`config.mk`:
```
export PLATFORM = sky130hd
export DESIGN_NAME = oh_pins
export DESIGN_NICKNAME = d
export VERILOG_FILES = /design/src/common/oh_pkg.sv /design/src/common/fifo_if.sv /design/src/hw/oh_pins.sv /design/src/hw/oh_fifo.sv
export VERILOG_INCLUDE_DIRS = /design/src /design/src/common
export SDC_FILE = /design/constraint.sdc
export NUM_CORES = 1
export LEC_CHECK = 0
export BUFFER_PORTS_ARGS = -buffer_cell sky130_fd_sc_hd__buf_2
export CAP_MARGIN = 20
export CORE_UTILIZATION = 39
export DETAILED_ROUTE_END_ITERATION = 12
export GPL_TIMING_DRIVEN = 0
export PLACE_DENSITY = 0.63
export SLEW_MARGIN = 20
export SYNTH_ARGS = -nofsm -noshare
export SYNTH_HDL_FRONTEND = slang
export SYNTH_SLANG_ARGS = --single-unit
```
`constraint.sdc`:
```
create_clock -name core_clk_i -period 4.2 [get_ports core_clk_i]
set_input_delay 0.63 -clock core_clk_i [delete_from_list [all_inputs] [get_ports core_clk_i]]
set_output_delay 0.63 -clock core_clk_i [all_outputs]
set_load 0.005 [all_outputs]
```
`src/common/oh_cfg.svh`:
```
// Constants for the overhead pin block
`ifndef OH_CFG_SVH
`define OH_CFG_SVH
`define OH_FRAME_BITS 8'd85
`define OH_TX_POS 8'd84
`define OH_RX_POS 8'd84
`define OH_FIFO_DEPTH 32
`define OH_FIFO_WIDTH 8
`define OH_AIS_WORD 8'haa
`define OH_RX_BIT 5
`define OH_TX_BIT 7
`endif

```
`src/common/oh_pkg.sv`:
```
// Types for the overhead pin block
package oh_pkg;
  typedef enum logic [1:0] {
    st_idle = 2'b00,
    st_strobe = 2'b01,
    st_sample = 2'b10
  } tx_st_t;
endpackage

```
`src/common/fifo_if.sv`:
```
// Valid/ready carrier between framer and its FIFO
`timescale 1ns/1ps
interface fifo_if;
  logic [7:0] data;
  logic valid;
  logic ready;
  modport src (output data, output valid, input ready);
  modport snk (input data, input valid, output ready);
endinterface

```
`src/hw/oh_pins.sv`:
```
// Overhead access pins, HDLC byte pins and alarm control for one channel
`timescale 1ns/1ps
`include "oh_cfg.svh"
//////////////////////////////////////////////////////////////////////////////
// Contract
// [RULE1] Rx strobe one clock while overhead valid
// [RULE2] HDLC mode: rx strobe pin carries bit 5
// [RULE3] Tx strobe one clock before overhead sample
// [RULE4] Partner samples tx strobe on falling edge
// [RULE5] Partner drives bit and insert on strobe
// [RULE6] Capture tx bit on next rising edge; code uses ohb_sync[2], the bit from the previous strobe
// [RULE7] HDLC mode: tx strobe pin becomes input
// [RULE8] Alarm command high sends alarm pattern
// [RULE9] Alarm command low sends normal frames
// [RULE10] No insert keeps internal overhead value
module oh_pins
  import oh_pkg::*;
(
  input wire logic core_clk_i, // Core clock 250 MHz
  input wire logic nrst_i, // Async reset, active low
  input wire logic hdlc_mode_i, // High-speed HDLC mode select
  input wire logic rx_bit_i, // Received line bit
  input wire logic rx_oh_flag_i, // Received bit is overhead
  input wire logic [7:0] rx_hdlc_i, // Byte from HDLC receiver
  input wire logic rx_hdlc_vld_i, // HDLC byte valid
  input wire logic tx_overhead_bit_in_i, // Terminal overhead bit
  input wire logic tx_overhead_insert_i, // Terminal insert request
  input wire logic tx_strobe_pin_i, // Tx strobe pin as input
  input wire logic [6:0] tx_hdlc_rest_i, // Other tx HDLC byte bits
  input wire logic tx_alarm_pattern_cmd_i, // Alarm pattern command
  input wire logic tx_payload_i, // Normal payload bit
  output logic rx_overhead_bit_out_o, // Rx overhead data
  output logic rx_overhead_strobe_o, // Rx strobe / HDLC bit 5
  output logic [7:0] rx_frame_ctrl_byte_out_o, // Rx HDLC byte
  output logic tx_overhead_strobe_o, // Tx overhead strobe
  output logic tx_overhead_strobe_oe_o, // Tx strobe pin driven
  output logic [7:0] tx_frame_ctrl_byte_in_o, // Tx HDLC byte gathered
  output logic tx_line_bit_o // Outgoing line bit
);
  typedef struct packed {
    logic [2:0] cmd_sync;
    logic [2:0] ins_sync;
    logic [2:0] ohb_sync;
    logic [2:0] stb_sync;
    logic cmd;
    logic [7:0] pos;
    tx_st_t tx_st;
    logic int_oh;
    logic rx_bit;
    logic rx_stb;
    logic [7:0] rx_byte;
    logic tx_stb;
    logic tx_oe;
    logic [7:0] tx_byte;
    logic line;
  } st_t;
  st_t st_ff;
  st_t nxt_st;
  fifo_if fin();
  fifo_if fout();
  function automatic logic agree(input logic [2:0] s);
    agree = (s[1] == s[2]);
  endfunction
  oh_fifo #(.WIDTH(`OH_FIFO_WIDTH), .DEPTH(`OH_FIFO_DEPTH)) u_fifo (
    .core_clk_i(core_clk_i),
    .nrst_i(nrst_i),
    .wr(fin),
    .rd(fout)
  );
  assign fin.data = rx_hdlc_i;
  assign fin.valid = rx_hdlc_vld_i;
  assign fout.ready = hdlc_mode_i;
  //////////////////////////////////////////////////////////////////////////////
  always_comb
  begin
    nxt_st = st_ff;
    nxt_st.cmd_sync = {st_ff.cmd_sync[1:0], tx_alarm_pattern_cmd_i};
    nxt_st.ins_sync = {st_ff.ins_sync[1:0], tx_overhead_insert_i};
    nxt_st.ohb_sync = {st_ff.ohb_sync[1:0], tx_overhead_bit_in_i};
    nxt_st.stb_sync = {st_ff.stb_sync[1:0], tx_strobe_pin_i};
    if (agree(st_ff.cmd_sync))
      nxt_st.cmd = st_ff.cmd_sync[2];
    nxt_st.pos = (st_ff.pos == `OH_FRAME_BITS - 8'd1) ? 8'h00
                 : st_ff.pos + 8'h01;
    nxt_st.int_oh = st_ff.pos[0];
    // Receive side
    nxt_st.rx_bit = rx_bit_i;
    if (hdlc_mode_i)
    begin
      if (fout.valid)
        nxt_st.rx_byte = fout.data;
      // Pin mirrors the byte even while no new byte arrives
      nxt_st.rx_stb = nxt_st.rx_byte[`OH_RX_BIT]; // RULE2
    end
    else
      nxt_st.rx_stb = rx_oh_flag_i; // RULE1
    // Transmit side
    nxt_st.tx_oe = !hdlc_mode_i; // RULE7
    nxt_st.tx_stb = 1'b0;
    if (hdlc_mode_i)
    begin
      nxt_st.tx_st = st_idle;
      nxt_st.tx_byte = {st_ff.stb_sync[2], tx_hdlc_rest_i}; // RULE7
    end
    else
    begin
      unique case (st_ff.tx_st)
        st_idle:
          if (st_ff.pos == `OH_TX_POS - 8'd2)
          begin
            nxt_st.tx_st = st_strobe;
            nxt_st.tx_stb = 1'b1; // RULE3
          end
        st_strobe:
          nxt_st.tx_st = st_sample;
        st_sample:
          nxt_st.tx_st = st_idle;
        default:
          nxt_st.tx_st = st_idle;
      endcase
    end
    if (st_ff.cmd)
      nxt_st.line = st_ff.pos[0] ^ 1'(`OH_AIS_WORD); // RULE8
    else if (st_ff.tx_st == st_sample)
      nxt_st.line = st_ff.ins_sync[2] ? st_ff.ohb_sync[2] // RULE6
                    : st_ff.int_oh; // RULE10
    else
      nxt_st.line = tx_payload_i; // RULE9
  end
  always_ff @(posedge core_clk_i or negedge nrst_i)
  begin
    if (!nrst_i)
      st_ff <= '0;
    else
      st_ff <= nxt_st;
  end
  assign rx_overhead_bit_out_o = st_ff.rx_bit;
  assign rx_overhead_strobe_o = st_ff.rx_stb;
  assign rx_frame_ctrl_byte_out_o = st_ff.rx_byte;
  assign tx_overhead_strobe_o = st_ff.tx_stb;
  assign tx_overhead_strobe_oe_o = st_ff.tx_oe;
  assign tx_frame_ctrl_byte_in_o = st_ff.tx_byte;
  assign tx_line_bit_o = st_ff.line;
endmodule

```
`src/hw/oh_fifo.sv`:
```
// Parameterised synchronous FIFO with valid and ready on both sides
`timescale 1ns/1ps
module oh_fifo #(
  parameter int WIDTH = 8,
  parameter int DEPTH = 32
) (
  input wire logic core_clk_i, // Clock
  input wire logic nrst_i, // Async reset, active low
  fifo_if.snk wr, // Fill side
  fifo_if.src rd // Drain side
);
  localparam int AW = $clog2(DEPTH);
  typedef struct packed {
    logic [AW:0] wp;
    logic [AW:0] rp;
  } fst_t;
  fst_t st_ff;
  fst_t nxt_st;
  logic [WIDTH-1:0] mem [DEPTH];
  logic full;
  logic empty;
  assign empty = (st_ff.wp == st_ff.rp);
  assign full = (st_ff.wp[AW] != st_ff.rp[AW]) &&
                (st_ff.wp[AW-1:0] == st_ff.rp[AW-1:0]);
  assign wr.ready = !full;
  assign rd.valid = !empty;
  assign rd.data = mem[st_ff.rp[AW-1:0]];
  always_comb
  begin
    nxt_st = st_ff;
    if (wr.valid && !full)
      nxt_st.wp = st_ff.wp + 1'b1;
    if (rd.ready && !empty)
      nxt_st.rp = st_ff.rp + 1'b1;
  end
  always_ff @(posedge core_clk_i or negedge nrst_i)
  begin
    if (!nrst_i)
      st_ff <= '0;
    else
      st_ff <= nxt_st;
  end
  always_ff @(posedge core_clk_i)
  begin
    if (wr.valid && !full)
      mem[st_ff.wp[AW-1:0]] <= wr.data;
  end
endmodule

```
; ---- After elaboration in Yosys (flattened, before gate mapping)
; Memories as Yosys holds them, arrays and structs flattened.
; Index checks and enable logic that the tools add are counted.
[totals]
elab_cells = 54
n_memories = 1
ramBits = 256
ff_bits = 57
input_bits = 26
[memory_table]
columns = memory, words, word_bits, read_ports, rd_ports_with_merged_regs, write_ports, line_no
row1 = u_fifo.mem, 32, 8, 1, 0, 1, oh_fifo.sv:19  ; logic [WIDTH-1:0] mem [DEPTH];
[classes]
n_eq_ne = 9
muxes = 14
bitwise_logic = 1
reduce_logical = 8
n_addsub = 3
[op_table]
columns = cell, count
row1 = $eq A8 B7 Y1 const B, 2
row2 = $add A6 B1 Y6 const B, 2
row3 = $mux W1, 9
row4 = $add A8 B1 Y8 const B, 1
row5 = $mux W8, 1
row6 = $eq A6 B6 Y1, 1
row7 = $mux W6, 1
row8 = $eq A5 B5 Y1, 1
row9 = $mux W2, 2
row10 = $pmux W2 S2, 1
row11 = $logic_and A1 B1 Y1, 3
row12 = $logic_not A1 Y1, 3
row13 = $ne A3 B3 Y1 const B, 1
row14 = $eq A2 B1 Y1 const B, 1
row15 = $eq A2 B2 Y1 const B, 1
row16 = $logic_not A2 Y1, 1
row17 = $reduce_and A2 Y1, 1
row18 = $eq A1 B1 Y1, 1
row19 = $ne A1 B1 Y1, 1
row20 = $not A1 Y1, 1

; ---- Depth between registers and ports, before layout
[logic_depth]
ltp_word = 6
ltp_mapped = 8

; ---- Cells and area by module
; Synthesis repeated with hierarchy kept, for this count alone.
[unflattened]
hier_cells = 596
area_unflattened_um2 = 12334.3
[modules_own_cells]
columns = mod, seq_area_each_um2, area_per_inst_um2, cells_per_inst, instances
row1 = oh_fifo, 7987.7, 10562.6, 469, 1
row2 = oh_pins, 1126.1, 1771.7, 127, 1

; ---- Least setup slack after synthesis
; Ideal clock, no wire load.
[synth_timing]
kind = flip-flop to flip-flop
start = register u_fifo.st_ff[0] in the netlist's numbering
end = memory u_fifo.mem[30][0] (enable)
t_required_ps = 3830
n_path_buf = 2
setup_ps = 370
path_stages_with_launch = 8
arrival_ps = 1675
setup_slack_ps = 2154
path_cell_list = dfrtp_1 buf_6 xnor2_1 nand3_1 o31a_1 buf_2 nand2_1 nor2_1
[synth_between]
elab_chain_len = 6
[synth_lines]
columns = element, line_no
row1 = start: declaration, oh_fifo.sv:17  ; fst_t st_ff;
row2 = start signal: assignment, oh_fifo.sv:41  ; st_ff <= nxt_st;
row3 = $eq A5 B5 Y1, oh_fifo.sv:24  ; (st_ff.wp[AW-1:0] == st_ff.rp[AW-1:0]);
row4 = $logic_and A1 B1 Y1, oh_fifo.sv:23  ; assign full = (st_ff.wp[AW] != st_ff.rp[AW]) &&
row5 = $logic_not A1 Y1, --
row6 = $logic_and A1 B1 Y1, oh_fifo.sv:45  ; if (wr.valid && !full)
row7 = $mux W1, oh_fifo.sv:45
row8 = $mux W1 (not written as such), oh_fifo.sv:46  ; mem[st_ff.wp[AW-1:0]] <= wr.data;
row9 = end: declaration, oh_fifo.sv:19
; No other way between the ends.

; ---- Worst setup path after layout
[layout_timing]
start = register u_fifo.st_ff[10] in the netlist's numbering
end = memory u_fifo.mem[13][7] (enable)
[layout_between]
elab_chain_len = 6
[layout_lines]
columns = element, line_no
row1 = $eq A5 B5 Y1, oh_fifo.sv:24
row2 = $logic_and A1 B1 Y1, oh_fifo.sv:23
row3 = $logic_not A1 Y1, --
row4 = $logic_and A1 B1 Y1, oh_fifo.sv:45
row5 = $mux W1, oh_fifo.sv:45
row6 = $mux W1 (not written as such), oh_fifo.sv:46
; Parallel ways exist; a longest one is shown, timed or not.

==> impl_metrics.yaml <==
cells_and_area:
  drive_gt1_share_pct: 22.9
  areaGrowthSynthToFinish_pct: 13.9
  fin_cells: 1217
  fin_area_mm2: 0.0143
  nets: 824
  diodes: 0
timing:
  fin_crit_ns: 3.08
  setup_viol_count_final: 0
  worst_slack_ns: 1.12
  fmax_mhz: 324
  tns_ns: 0
  fin_skew_ns: 0.0171
  worst_pin_slew_ns: 0.966
  hold_viol: 0
  finalCritPeriodShare_pct: 73.4
  rsz0062_at_grt: "false"
  slew_headroom_pct: 35.4
  maxSlewViolCount: 0
clocking:
  clock_sinks: 313
  clk_pin_slew_worst_paths_ns: 0.06
  root_buffer: "clkbuf_16"
  cts.repair.resized: 0
  cts_buffers: 31
  clk_latency_ns: 0.56
  cts_tree: "yes"
  clockBufferDepth: 3
  postCtsSetupRepairBufs: 0
  hold_buffers: 0
  h-tree-depth: 1
critical_path:
  crit_chain: "clkbuf_1 -> xnor2_1 -> nand2_1 -> o31a_1 -> buf_2 -> nand2_1 -> nor2_1"
  rr_startpoint: "u_fifo.st_ff[10]"
  cp_max_fo: 10
  crit_path_top_delay_cell: "nor2_1"
  critPathLaunch: "u_fifo.st_ff[10]"
  rrSetupSlack_ns: 1.12
  worstReg2RegEnd: "u_fifo.mem[13][7]"
  endpoint_kind: "flip-flop"
  required_ns: 4.37
  cp_common_cell: "nand2_1"
  endpoint: "u_fifo.mem[13][7]"
  reg2regPathDepth: 7
  critPathLaunchType: "flip-flop"
  setup.worst_path.class: "reg2reg"
  arrival_ns: 3.25
  critPathMaxStageDelay_ns: 0.86
die:
  core_mm2: 0.0316
  initial_core_util_pct: 39.7
  row_count: 65
  die-area_mm2: 0.0328
  die_width_um: 181
  io_pins: 47
  die_y_um: 181
yosys:
  netlist_top_cells_area: "edfxtp_1 61%, dfrtp_1 11%, mux2i_1 5.4%"
  synth.distinct_cells: 55
  synthSimpleGateAreaFrac_pct: 5.32
  yosys.area_share.adder_pct: 0.879
  synth_top_family_by_area: "multiplexers"
  syn_avg_cell_area_um2: 17.6
  synth_compound_area_share_pct: 4.09
  syn_area_mm2: 0.0125
  synthFlopType: "edfxtp_1"
  synth_edf_count: 256
  muxShareOfSynthArea_pct: 12.2
  yosysTopAreaCell: "edfxtp_1"
  synth-seq-area-share_pct: 72.8
  syn_inst: 711
  ys_ff_latch: 313
  syn_nets: 745
  synth_async_sr_flop_share_pct: 18.2
  yosysWarnings: 0
  synth_xor_area_share_pct: 1.54
  synth.top_cell.area_share_pct: 61.4
power:
  swShare_pct: 31.6
  leakagePower_nw: 5.11
  p_seq_share_pct: 40.6
  combinationalPowerShare_pct: 30.5
  internal_power_mw: 6.40
  ir_drop_v: 0.000339
  pwr-share-clk_pct: 28.9
  p_switching_mw: 2.96
  powerDensity_mw_per_mm2: 656
drt:
  drc: 0
  dr.pass1.iters: 5
  routed_wl_mm: 28.1
  drt_iter0_drc: 759
  wl_per_cell_um: 23.1
  route.antenna.remaining_nets: 0
  vias_per_cell: 5.40
  vias: 6566
place:
  dpl.hpwl_mm: 18.2
  placed_cell_area_mm2: 0.0133
  post-place-ws_ns: 1.14
  io_buffers: 46
  dp_cells: 1159
  gp_congestion: 0.887
grt:
  grt_start_max_net_pins: 58
  grt_pass1_vias: 6497
  overflow: 0
  antenna_found_initial: 0
  grt_pass1_wl_mm: 41.7
  grt_usage_pct: 17.3
job:
  drv_cap: 0
status:
  status: "finished, final reports clean"
min_path:
  hold_path.class: "in2async"
==> state kept, by name, indices dropped and copies added, names as in the netlist <==
signal / cells
tx_overhead_strobe_o: 1
u_fifo.st_ff: 12
u_fifo.mem: 256
tx_overhead_strobe_oe_o: 1
st_ff: 15
rx_overhead_strobe_o: 1
tx_frame_ctrl_byte_in_o: 8
rx_overhead_bit_out_o: 1
nxt_st: 9
tx_line_bit_o: 1
rx_frame_ctrl_byte_out_o: 8
==> kinds of logic after synthesis <==
logic type	count (synthesis)
flops	313
simple gates	135
mux	112
compound gates	63
buf+inv	57
xor+xnor	22
fa+ha+maj	9
==> layout by cell type (no fill, tap or decap), drive strengths merged, types with 6 or more instances in the layout <==
cell type,n
edfxtp,256
nand4,10
nand2,31
o221ai,6
xnor2,15
a22o,7
nor2b,8
a22oi,6
a221oi,6
mux2i,67
ha,8
dfrtp,57
inv,8
a21oi,7
mux2,14
buf,87
mux4,31
nand3,12
nor2,46
o22ai,6
clkbuf,56
xor2,7
clkinv,8
==> area by class of cell <==
type	count	area, µm²
multi-input combinational	341	3020
fill	2720	17300
clock inverter	11	106
inverter	7	26.3
timing repair buffer	46	233
tap	402	503
sequential	313	9110
clock buffer	47	901
buffer	50	370
==> layer usage <==
layer	vias to the layer above	global-route usage, %	wire length (µm)
met5	-	0	0
met4	0	4.34	663
met3	45	2.50	1860
met2	257	27.0	12900
met1	3357	25.6	12700
li1	2907	-	-
==> how the worst min path moves through the flow <==
stage / startpoint / end / slack, ns / cells after the start
after floorplan: nrst_i / nxt_st[21] / 0.33 / 0
after global placement: nxt_st[38] / st_ff[38] / 0.33 / 0
after detailed placement: nxt_st[41] / st_ff[41] / 0.33 / 0
after CTS: nrst_i / st_ff[32] / 0.14 / 1
after global routing: tx_overhead_insert_i / nxt_st[40] / 0.16 / 1
final: nrst_i / u_fifo.st_ff[6] / 0.14 / 1
==> worst max-delay path, delay by kind of cell, from the launching register on <==
kind            cells  cell delay (ns)
buf+inv             2             0.73
xor+xnor            1             0.14
compound gates      1             0.14
flops               1             0.32
simple gates        3             1.35
==> power by group through the flow <==
| stage | logic [mW] | registers [mW] | clock network, mW |
|---|---|---|---|
| 2_1_floorplan | 1.93 | 3.80 | 0 |
| 3_3_place_gp | 2.81 | 3.85 | 0 |
| 3_5_place_dp | 2.83 | 3.85 | 0 |
| 4_1_cts | 2.85 | 3.79 | 2.74 |
| 5_1_grt | 3.01 | 3.82 | 2.87 |
| 6_report | 2.85 | 3.80 | 2.71 |
==> cells in the mapped netlist (all sizes together) (9+ instances only) <==
cell      n
buf      41
clkbuf    9
dfrtp    57
edfxtp  256
mux2     14
mux2i    67
mux4     31
nand2    31
nand3    12
nand4    10
nor2     46
xnor2    15
==> stage by stage <==
step | hold WS (ns) | total power, mW | utilization, %
2_1_floorplan | 0.331 | 5.72 | -
3_3_place_gp | 0.333 | 6.66 | 42.0
3_5_place_dp | 0.335 | 6.69 | 42.0
4_1_cts | 0.143 | 9.39 | 45.2
5_1_grt | 0.163 | 9.70 | 45.2
6_report | 0.139 | 9.36 | 45.2
Note: power is estimated with default switching activity, not from simulation.
